**src/lss_pkg.sv**
```systemverilog
// Shared constants and types of the LIN sync and status block.
// Assumes a 40 MHz system clock and a 32-bit register port.
package lss_pkg;

	// Register byte addresses
	localparam logic [31:0] ADDR_STATUS = 32'hffff_0780;
	localparam logic [31:0] ADDR_CTRL = 32'hffff_0784;
	localparam logic [31:0] ADDR_ESEL = 32'hffff_0788;
	localparam logic [31:0] ADDR_SYNC_TMR = 32'hffff_078c;
	localparam logic [31:0] ADDR_BRK_TMR = 32'hffff_0790;
	localparam logic [31:0] ADDR_SYNC_CMP = 32'hffff_0794;
	localparam logic [31:0] ADDR_BRK_CMP = 32'hffff_0798;
	localparam logic [31:0] ADDR_MASK = 32'hffff_079c;

	// Status bit positions
	localparam int ST_BRK_VALID = 0;
	localparam int ST_START = 1;
	localparam int ST_STOP = 2;
	localparam int ST_CMP = 3;
	localparam int ST_BRK_ERR = 4;
	localparam int ST_SRST_DONE = 5;
	localparam int ST_RISE = 6;

	// Control register bit positions
	localparam int CTL_SYNC_EN = 0;
	localparam int CTL_SRST = 1;
	localparam int CTL_ALT_MODE = 2;
	localparam int CTL_BRK_EN = 3;
	localparam int CTL_RISE_GATE = 12;

	// Edge select register fields
	localparam int ESEL_START_POL = 0;
	localparam int ESEL_STOP_POL = 1;
	localparam int ESEL_CNT_LSB = 4;
	localparam int ESEL_CNT_W = 4;

	// Reset values and the break timer limit
	localparam logic [7:0] STATUS_RST = 8'h00;
	localparam logic [6:0] MASK_RST = 7'h00;
	localparam logic [15:0] CTRL_RST = 16'h0000;
	localparam logic [15:0] ESEL_RST = 16'h0040;
	localparam logic [15:0] SYNC_CMP_RST = 16'hffff;
	localparam logic [11:0] BRK_CMP_RST = 12'h010;
	localparam logic [11:0] BRK_TMR_MAX = 12'hfff;

	// Soft reset of the sync logic takes this many system clocks
	localparam logic [2:0] SRST_CYCLES = 3'h4;

	// One bit per status event
	typedef struct packed {
		logic rise;
		logic srst_done;
		logic brk_err;
		logic cmp;
		logic stop;
		logic start;
		logic brk_valid;
	} lss_evt_s;

	typedef enum logic [1:0] {
		SYNC_IDLE,
		SYNC_ARMED,
		SYNC_COUNT,
		SYNC_DONE
	} lss_sync_e;

endpackage : lss_pkg

```
**src/lss_sync3.sv**
```systemverilog
// Two-stage synchronisers for three asynchronous inputs.
// Assumes an active-low reset already local to clk.
`timescale 1ns/100ps
`default_nettype none
module lss_sync3 (
	input wire logic clk, // System clock
	input wire logic rst_n, // Synchronous-release reset
	input wire logic [2:0] d, // Asynchronous inputs
	output logic [2:0] q // Synchronised copies
);
	logic [2:0] meta;

	genvar i;
	generate
		for (i = 0; i < 3; i++) begin : g_bit
			always_ff @(posedge clk or negedge rst_n) begin
				if (!rst_n) begin
					meta[i] <= 1'b1;
					q[i] <= 1'b1;
				end else begin
					meta[i] <= d[i];
					q[i] <= meta[i];
				end
			end
		end
	endgenerate
endmodule : lss_sync3
`default_nettype wire

```
**src/lss_top.sv**
```systemverilog
// LIN slave hardware sync unit: break timer, sync byte timer, status flags.
// Assumes the bus level, low power oscillator and 5 MHz PLL clock arrive
// as asynchronous pins; a plain strobe register port on sys_clk.
//
// The plain strobed port was chosen for this implementation.
`timescale 1ns/100ps
`default_nettype none
//
// Contract
// Slave only; never drives the bus; timing fits 1 to 20 kBaud.
// Break timer counts low power oscillator ticks, not core clock.
// Sync byte timer counts ticks of the 5 MHz PLL clock.
// Software selects start and stop edges through the edge-select register.
// Sixteen-bit sync timer run by the first control register.
// Eight-bit read-only status register, reset zero, shows sync events.
// Status bit 7 reserved, reads zero, writes ignored.
// Alternate sensor mode only: rising bus edge sets status bit 6.
// Completed software reset of sync logic sets status bit 5.
// Break timer overflow sets bit 4 and raises the interrupt.
// Sync timer equal to compare value sets status bit 3.
// Detected stop condition sets status bit 2.
// Detected start condition sets status bit 1.
// Break timer reaching break compare value sets status bit 0.
// Reading status clears flags 0 through 6.
// Control bit 12 gates rising-edge interrupt, polarity depends on mode.
// Event coinciding with status read leaves its flag set.
module lss_top (
	input wire logic sys_clk, // 40 MHz system clock
	input wire logic rstn, // Asynchronous reset, active low
	input wire logic [31:0] bus_addr, // Register byte address
	input wire logic [31:0] bus_wdata, // Register write data
	input wire logic bus_wr, // Write strobe
	input wire logic bus_rd, // Read strobe
	output logic [31:0] bus_rdata, // Read data, cycle after bus_rd
	input wire logic lin_rx, // Bus level from transceiver
	input wire logic lp_osc_clk, // Low power oscillator pin
	input wire logic pll_5m_clk, // 5 MHz clock from the PLL
	output logic sync_irq // Interrupt, active high level
);
	logic rst_meta;
	logic rst_n;
	logic [2:0] pin_s;
	logic rx_d;
	logic lp_d;
	logic pll_d;

	logic [7:0] status;
	logic [6:0] mask;
	logic [15:0] ctrl;
	logic [15:0] esel;
	logic [15:0] sync_cmp;
	logic [11:0] brk_cmp;
	logic [15:0] sync_tmr;
	logic [11:0] brk_tmr;
	logic brk_ovf_seen;
	localparam int ESEL_W_C = lss_pkg::ESEL_CNT_W;

	logic [2:0] srst_cnt;
	logic [ESEL_W_C-1:0] edges_left;
	lss_pkg::lss_sync_e sync_st;

	// Reset release through two flops
	always_ff @(posedge sys_clk or negedge rstn) begin
		if (!rstn) begin
			rst_meta <= 1'b0;
			rst_n <= 1'b0;
		end else begin
			rst_meta <= 1'b1;
			rst_n <= rst_meta;
		end
	end

	lss_sync3 u_sync (
		.clk(sys_clk),
		.rst_n(rst_n),
		.d({pll_5m_clk, lp_osc_clk, lin_rx}),
		.q(pin_s)
	);

	wire rx_s = pin_s[0];
	wire lp_s = pin_s[1];
	wire pll_s = pin_s[2];

	always_ff @(posedge sys_clk or negedge rst_n) begin
		if (!rst_n) begin
			rx_d <= 1'b1;
			lp_d <= 1'b1;
			pll_d <= 1'b1;
		end else begin
			rx_d <= rx_s;
			lp_d <= lp_s;
			pll_d <= pll_s;
		end
	end

	// Oscillators are sampled, so each rising edge becomes one tick
	wire lp_tick = lp_s & ~lp_d;
	wire pll_tick = pll_s & ~pll_d;
	wire rx_rise = rx_s & ~rx_d;
	wire rx_fall = ~rx_s & rx_d;

	// Polarity 1 selects the rising edge, 0 the falling edge
	function automatic logic edge_hit(input logic pol, input logic rise,
			input logic fall);
		edge_hit = pol ? rise : fall;
	endfunction : edge_hit

	// Register decode
	wire sel_status = bus_addr == lss_pkg::ADDR_STATUS;
	wire sel_ctrl = bus_addr == lss_pkg::ADDR_CTRL;
	wire sel_esel = bus_addr == lss_pkg::ADDR_ESEL;
	wire sel_sync_tmr = bus_addr == lss_pkg::ADDR_SYNC_TMR;
	wire sel_brk_tmr = bus_addr == lss_pkg::ADDR_BRK_TMR;
	wire sel_sync_cmp = bus_addr == lss_pkg::ADDR_SYNC_CMP;
	wire sel_brk_cmp = bus_addr == lss_pkg::ADDR_BRK_CMP;
	wire sel_mask = bus_addr == lss_pkg::ADDR_MASK;

	wire wr_ctrl = bus_wr & sel_ctrl;
	wire rd_status = bus_rd & sel_status;

	// Soft reset request: the strobe bit itself is not stored
	wire srst_req = wr_ctrl & bus_wdata[lss_pkg::CTL_SRST];
	wire srst_busy = srst_cnt != 3'h0;
	wire srst_last = srst_cnt == 3'h1;

	wire sync_en = ctrl[lss_pkg::CTL_SYNC_EN];
	wire brk_en = ctrl[lss_pkg::CTL_BRK_EN];
	wire alt_mode = ctrl[lss_pkg::CTL_ALT_MODE];
	wire rise_gate = ctrl[lss_pkg::CTL_RISE_GATE];

	wire start_hit = edge_hit(esel[lss_pkg::ESEL_START_POL],
		rx_rise, rx_fall);
	wire stop_hit = edge_hit(esel[lss_pkg::ESEL_STOP_POL],
		rx_rise, rx_fall);
	wire [ESEL_W_C-1:0] stop_count =
		esel[lss_pkg::ESEL_CNT_LSB +: ESEL_W_C];

	// Break timer: runs only while the bus is held low
	wire brk_run = brk_en & ~rx_s & ~srst_busy;
	wire brk_at_max = brk_tmr == lss_pkg::BRK_TMR_MAX;
	wire [11:0] brk_inc = brk_tmr + 12'h001;
	wire brk_step = brk_run & lp_tick & ~brk_at_max;
	wire brk_valid_ev = brk_step & (brk_inc == brk_cmp);
	// Saturate instead of wrapping so a stuck bus does not refire a break
	wire brk_err_ev = brk_run & lp_tick & brk_at_max & ~brk_ovf_seen;

	// Sync byte state machine
	wire counting = sync_st == lss_pkg::SYNC_COUNT;
	wire armed = sync_st == lss_pkg::SYNC_ARMED;
	wire start_ev = sync_en & armed & start_hit & ~srst_busy;
	wire stop_edge = sync_en & counting & stop_hit & ~srst_busy;
	wire stop_ev = stop_edge & (edges_left <= 4'h1);
	wire [15:0] sync_inc = sync_tmr + 16'h0001;
	wire sync_step = sync_en & counting & pll_tick & ~srst_busy;
	wire cmp_ev = sync_step & (sync_inc == sync_cmp);

	wire rise_ev = alt_mode & rx_rise;
	// Gate bit is a disable in alternate mode, an enable in LIN mode
	wire rise_irq_en = alt_mode ? ~rise_gate : rise_gate;

	lss_pkg::lss_evt_s evt;
	assign evt.rise = rise_ev;
	assign evt.srst_done = srst_last;
	assign evt.brk_err = brk_err_ev;
	assign evt.cmp = cmp_ev;
	assign evt.stop = stop_ev;
	assign evt.start = start_ev;
	assign evt.brk_valid = brk_valid_ev;

	// Clear on read, then set wins over the clear
	wire [6:0] kept = rd_status ? 7'h00 : status[6:0];
	wire [7:0] next_status = {1'b0, kept | evt};

	// Break error always reaches the pin; others follow the mask
	wire [6:0] irq_gate = {rise_irq_en, 1'b1, 1'b1, 4'hf};
	wire [6:0] irq_mask = mask | (7'h01 << lss_pkg::ST_BRK_ERR);
	wire next_irq = |(status[6:0] & irq_mask & irq_gate);

	wire [15:0] ctrl_rd = {ctrl[15:2], srst_busy, ctrl[0]};
	wire [31:0] rd_mux =
		sel_status ? {24'h00_0000, status} :
		sel_ctrl ? {16'h0000, ctrl_rd} :
		sel_esel ? {16'h0000, esel} :
		sel_sync_tmr ? {16'h0000, sync_tmr} :
		sel_brk_tmr ? {20'h0_0000, brk_tmr} :
		sel_sync_cmp ? {16'h0000, sync_cmp} :
		sel_brk_cmp ? {20'h0_0000, brk_cmp} :
		sel_mask ? {25'h000_0000, mask} :
		32'h0000_0000;

	// Status has no write path at all
	always_ff @(posedge sys_clk or negedge rst_n) begin
		if (!rst_n) begin
			status <= lss_pkg::STATUS_RST;
		end else begin
			status <= next_status;
		end
	end

	always_ff @(posedge sys_clk or negedge rst_n) begin
		if (!rst_n) begin
			bus_rdata <= 32'h0000_0000;
			sync_irq <= 1'b0;
		end else begin
			bus_rdata <= bus_rd ? rd_mux : 32'h0000_0000;
			sync_irq <= next_irq;
		end
	end

	// Software registers
	always_ff @(posedge sys_clk or negedge rst_n) begin
		if (!rst_n) begin
			ctrl <= lss_pkg::CTRL_RST;
			esel <= lss_pkg::ESEL_RST;
			sync_cmp <= lss_pkg::SYNC_CMP_RST;
			brk_cmp <= lss_pkg::BRK_CMP_RST;
			mask <= lss_pkg::MASK_RST;
		end else if (bus_wr) begin
			if (sel_ctrl) begin
				ctrl <= {bus_wdata[15:2], 1'b0, bus_wdata[0]};
			end
			if (sel_esel) begin
				esel <= bus_wdata[15:0];
			end
			if (sel_sync_cmp) begin
				sync_cmp <= bus_wdata[15:0];
			end
			if (sel_brk_cmp) begin
				brk_cmp <= bus_wdata[11:0];
			end
			if (sel_mask) begin
				mask <= bus_wdata[6:0];
			end
		end
	end

	// Soft reset sequencer
	always_ff @(posedge sys_clk or negedge rst_n) begin
		if (!rst_n) begin
			srst_cnt <= 3'h0;
		end else if (srst_req) begin
			srst_cnt <= lss_pkg::SRST_CYCLES;
		end else if (srst_busy) begin
			srst_cnt <= srst_cnt - 3'h1;
		end
	end

	// Break timer
	always_ff @(posedge sys_clk or negedge rst_n) begin
		if (!rst_n) begin
			brk_tmr <= 12'h000;
			brk_ovf_seen <= 1'b0;
		end else if (!brk_run) begin
			brk_tmr <= 12'h000;
			brk_ovf_seen <= 1'b0;
		end else if (brk_step) begin
			brk_tmr <= brk_inc;
		end else if (brk_err_ev) begin
			brk_ovf_seen <= 1'b1;
		end
	end

	// Sync timer and edge counting; the node only listens to the bus
	always_ff @(posedge sys_clk or negedge rst_n) begin
		if (!rst_n) begin
			sync_st <= lss_pkg::SYNC_IDLE;
			sync_tmr <= 16'h0000;
			edges_left <= 4'h0;
		end else if (srst_busy || !sync_en) begin
			sync_st <= lss_pkg::SYNC_IDLE;
			if (srst_busy) begin
				sync_tmr <= 16'h0000;
			end
		end else if (brk_valid_ev) begin
			sync_st <= lss_pkg::SYNC_ARMED;
		end else begin
			unique case (sync_st)
				lss_pkg::SYNC_IDLE: begin
					sync_st <= lss_pkg::SYNC_IDLE;
				end
				lss_pkg::SYNC_ARMED: begin
					if (start_ev) begin
						sync_st <= lss_pkg::SYNC_COUNT;
						sync_tmr <= 16'h0000;
						edges_left <= stop_count;
					end
				end
				lss_pkg::SYNC_COUNT: begin
					if (stop_ev) begin
						sync_st <= lss_pkg::SYNC_DONE;
					end else if (stop_edge) begin
						edges_left <= edges_left - 4'h1;
					end
					if (sync_step) begin
						sync_tmr <= sync_inc;
					end
				end
				lss_pkg::SYNC_DONE: begin
					sync_st <= lss_pkg::SYNC_DONE;
				end
			endcase
		end
	end
endmodule : lss_top
`default_nettype wire

```
**config.mk**
```make
export PLATFORM = sky130hd
export DESIGN_NAME = lss_top
export DESIGN_NICKNAME = d
export VERILOG_FILES = /design/src/lss_pkg.sv /design/src/lss_sync3.sv /design/src/lss_top.sv
export SDC_FILE = /design/constraint.sdc
export NUM_CORES = 1
export LEC_CHECK = 0
export BUFFER_PORTS_ARGS = -buffer_cell sky130_fd_sc_hd__buf_4
export CAP_MARGIN = 5
export CORE_ASPECT_RATIO = 0.6
export CORE_MARGIN = 3
export CORE_UTILIZATION = 30
export CTS_CLUSTER_SIZE = 24
export DETAILED_ROUTE_END_ITERATION = 16
export HOLD_SLACK_MARGIN = 0.12
export PLACE_DENSITY = 0.54
export RECOVER_POWER = 25
export SYNTH_ARGS = -nofsm -noshare
export SYNTH_HDL_FRONTEND = slang
export SYNTH_SLANG_ARGS = --single-unit
export TNS_END_PERCENT = 30
```
**constraint.sdc**
```tcl
create_clock -name sys_clk -period 6.2 [get_ports sys_clk]
set_input_delay 0.93 -clock sys_clk [delete_from_list [all_inputs] [get_ports sys_clk]]
set_output_delay 0.93 -clock sys_clk [all_outputs]
set_load 0.02 [all_outputs]
```
==> qor.yml <==
layout:
  drive_above_1_share: 0.2840
  fin_nets: 879
  fin_cells: 1162
  fill_cells: 2566
  antennaDiodeCount: 0
  area_growth_pct: 17.87
synthesis:
  synth_seq_area_share: 0.4498
  netlist_top_cells_area: "dfrtp_1 36%, mux2_2 11%, dfstp_2 9.1%"
  syn_area_sq_mm: 0.007809
  synth-edff-count: 0
  yosysWarningCount: 0
  yosysTopAreaCell: "dfrtp_1"
  yosys.cell_count.top_type: "dfrtp_1"
  avgSynthCellArea_sq_um: 10.48
  synth-seq-cells: 139
  async_reset_ff_frac: 1.000
  synth_cells: 745
  synth.distinct_cells: 75
  synth.top_cell.area_share: 0.3589
  synth_flop_cell: "dfrtp_1"
  synth_common_cells: "112 x dfrtp_1, 75 x mux2_2, 58 x nand2_1"
floorplan:
  rows: 45
  core_area_sq_mm: 0.02545
  die_area_sq_mm: 0.02806
  die_y_um: 131.0
  die_w_um: 214.3
  start_util: 0.3068
  ioPinCount: 104
cts:
  clk_pin_slew_ns: 0.05
  cts_buffers: 17
  cts_sinks: 139
  ctsLongestPathBuffers: 2
  cts_setup_buffers: 0
  cts_resized: 0
  htree_levels: 4
  cts_tree: "built"
  cts_root_buffer: "clkbuf_16"
  ctsHoldBuffers: 0
  clkLatencyLatePin_ns: 0.44
timing:
  drv_slew: 113
  tns_ns: 0
  setup_ws_ns: 2.302
  setup_viol: 0
  period_minus_slack_ns: 3.898
  skew_ns: 0.01075
  rsz0062_at_grt: "no"
  max_slew_margin: -1.041
  final.period_utilization: 0.6288
  tightest_slew_ns: 3.062
  hold_viol: 0
  max_clock_freq_ghz: 0.2565
grt:
  grt_max_degree: 58
  grt.overflow.total: 0
  grt_pass1_vias: 5867
  grt_usage: 0.1645
  grt_pass1_wl_um: 35300
  antenna_found_initial: 0
detailed_routing:
  wl_per_cell_um: 19.36
  vias: 6081
  ant_nets: 0
  vias_per_cell: 5.233
  dr.pass1.iters: 6
  route.detailed.drc: 0
  drtIter0Drc: 544
  wl_um: 22500
worst_setup_path:
  worstPathArrival_ns: 3.76
  cp_num_buf_inv: 1
  critPathMaxStageDelay_ns: 2.22
  critPathKind: "register to asynchronous set/reset pin"
  crit_required_ns: 6.06
  critPathSlowestCell: "clkbuf_1"
  endpoint_kind: "asynchronous set/reset pin"
  cp_cell_sequence: "clkbuf_1"
  cp-start-kind: "register"
  crit_fanout: 57
  worst-path-stages: 1
  critPathTopFamily: "buffers and inverters"
  reg2reg_depth: 1
job:
  cap_violations: 2
status:
  violations: "capacitance limit, slew limit"
  outcome: "complete, but fails checks"
worst_hold_path:
  min_path_type: "input pin to asynchronous set/reset pin"
pwr:
  p_per_area_mw_per_mm2: 233.3
  vdd.ir_drop.worst_uv: 141.1
  power.total_w: 0.002147
  p_leak_nw: 4.021
placement:
  dpl.hpwl_um: 16400
  portBuffers: 71
  place_inst: 1130
  post-place-ws_ns: 2.041
  gp_congestion: 0.8614
-- where the power goes --
group | internal [W] | leakage, nW | switching, W
Clock | 0.000727 | 0.314 | 0.000417
Sequential | 0.000914 | 1.82 | 0.00000522
Combinational | 0.0000298 | 1.89 | 0.0000538
-- logic make-up (layout without fill, tap and decap cells) --
| group | count (synthesis) | after routing | share of synthesized area |
|---|---|---|---|
| fa+ha+maj | 11 | 11 | 0.01763 |
| simple gates | 225 | 225 | 0.1569 |
| other cells | 2 | 17 | 0.0009617 |
| flops | 139 | 139 | 0.4498 |
| compound gates | 161 | 161 | 0.1529 |
| buf+inv | 81 | 131 | 0.05416 |
| mux | 79 | 79 | 0.1133 |
| xor+xnor | 47 | 47 | 0.05448 |
-- layout make-up --
| type | count | area (sq um) | share of cell area |
|---|---|---|---|
| clock buffer | 19 | 442.9 | 0.04812 |
| clock inverter | 13 | 214.0 | 0.02325 |
| inverter | 18 | 67.56 | 0.007341 |
| multi-input combinational | 540 | 3930 | 0.4270 |
| sequential | 139 | 3512 | 0.3816 |
| tap | 352 | 440.4 | 0.04785 |
| timing repair buffer | 81 | 596.8 | 0.06484 |
-- per-layer routing --
| layer | share of wire | global-route usage | vias up |
|---|---|---|---|
| met1 | 0.52 | 0.2523 | 3032 |
| met5 | 0 | 0 | - |
| met2 | 0.40 | 0.2193 | 186 |
| met4 | 0.015 | 0.05471 | 0 |
| li1 | - | - | 2839 |
| met3 | 0.069 | 0.04391 | 24 |
-- placed cells by master, fill, tap and decap left out, types with 18 or more instances in the layout --
cell type / count
dfrtp_1: 112
mux2_2: 75
xnor2_1: 29
nand2_1: 58
dfstp_2: 25
inv_1: 18
nand3_1: 22
nor2_1: 52
buf_4: 75
a21oi_1: 24
-- final timing paths --
check	from	end	slack, ns
min in group sys_clk	rst_meta	rst_n	0.35
worst max-delay path	rst_n	brk_cmp[10]	2.30
worst max register to register	rst_n	brk_cmp[10]	2.30
worst min-delay path	rstn	rst_meta	0.27
worst min register to register	rst_meta	rst_n	0.35
max in group sys_clk	bus_addr[12]	ctrl[8]	2.44
-- state kept, by name (all words and copies together), names as in the netlist, 2 cells and up --
name and count:
bus_rdata 16, esel 16, sync_cmp 16, sync_tmr 16, ctrl 15, brk_cmp 12
brk_tmr 12, mask 7, status 7, edges_left 4, srst_cnt 3, u_sync.meta 3
u_sync.q 3, sync_st 2
-- metrics by stage --
| step | hold WS [ns] | utilization | area, sq um |
|---|---|---|---|
| 2_1_floorplan | 0.3312 | - | 7865 |
| 3_3_place_gp | 0.2477 | 0.3364 | 8562 |
| 3_5_place_dp | 0.2577 | 0.3364 | 8562 |
| 4_1_cts | 0.2468 | 0.3622 | 9219 |
| 5_1_grt | 0.2638 | 0.3617 | 9204 |
| 6_report | 0.2693 | 0.3617 | 9204 |
Power figures use the tool's default switching activity.
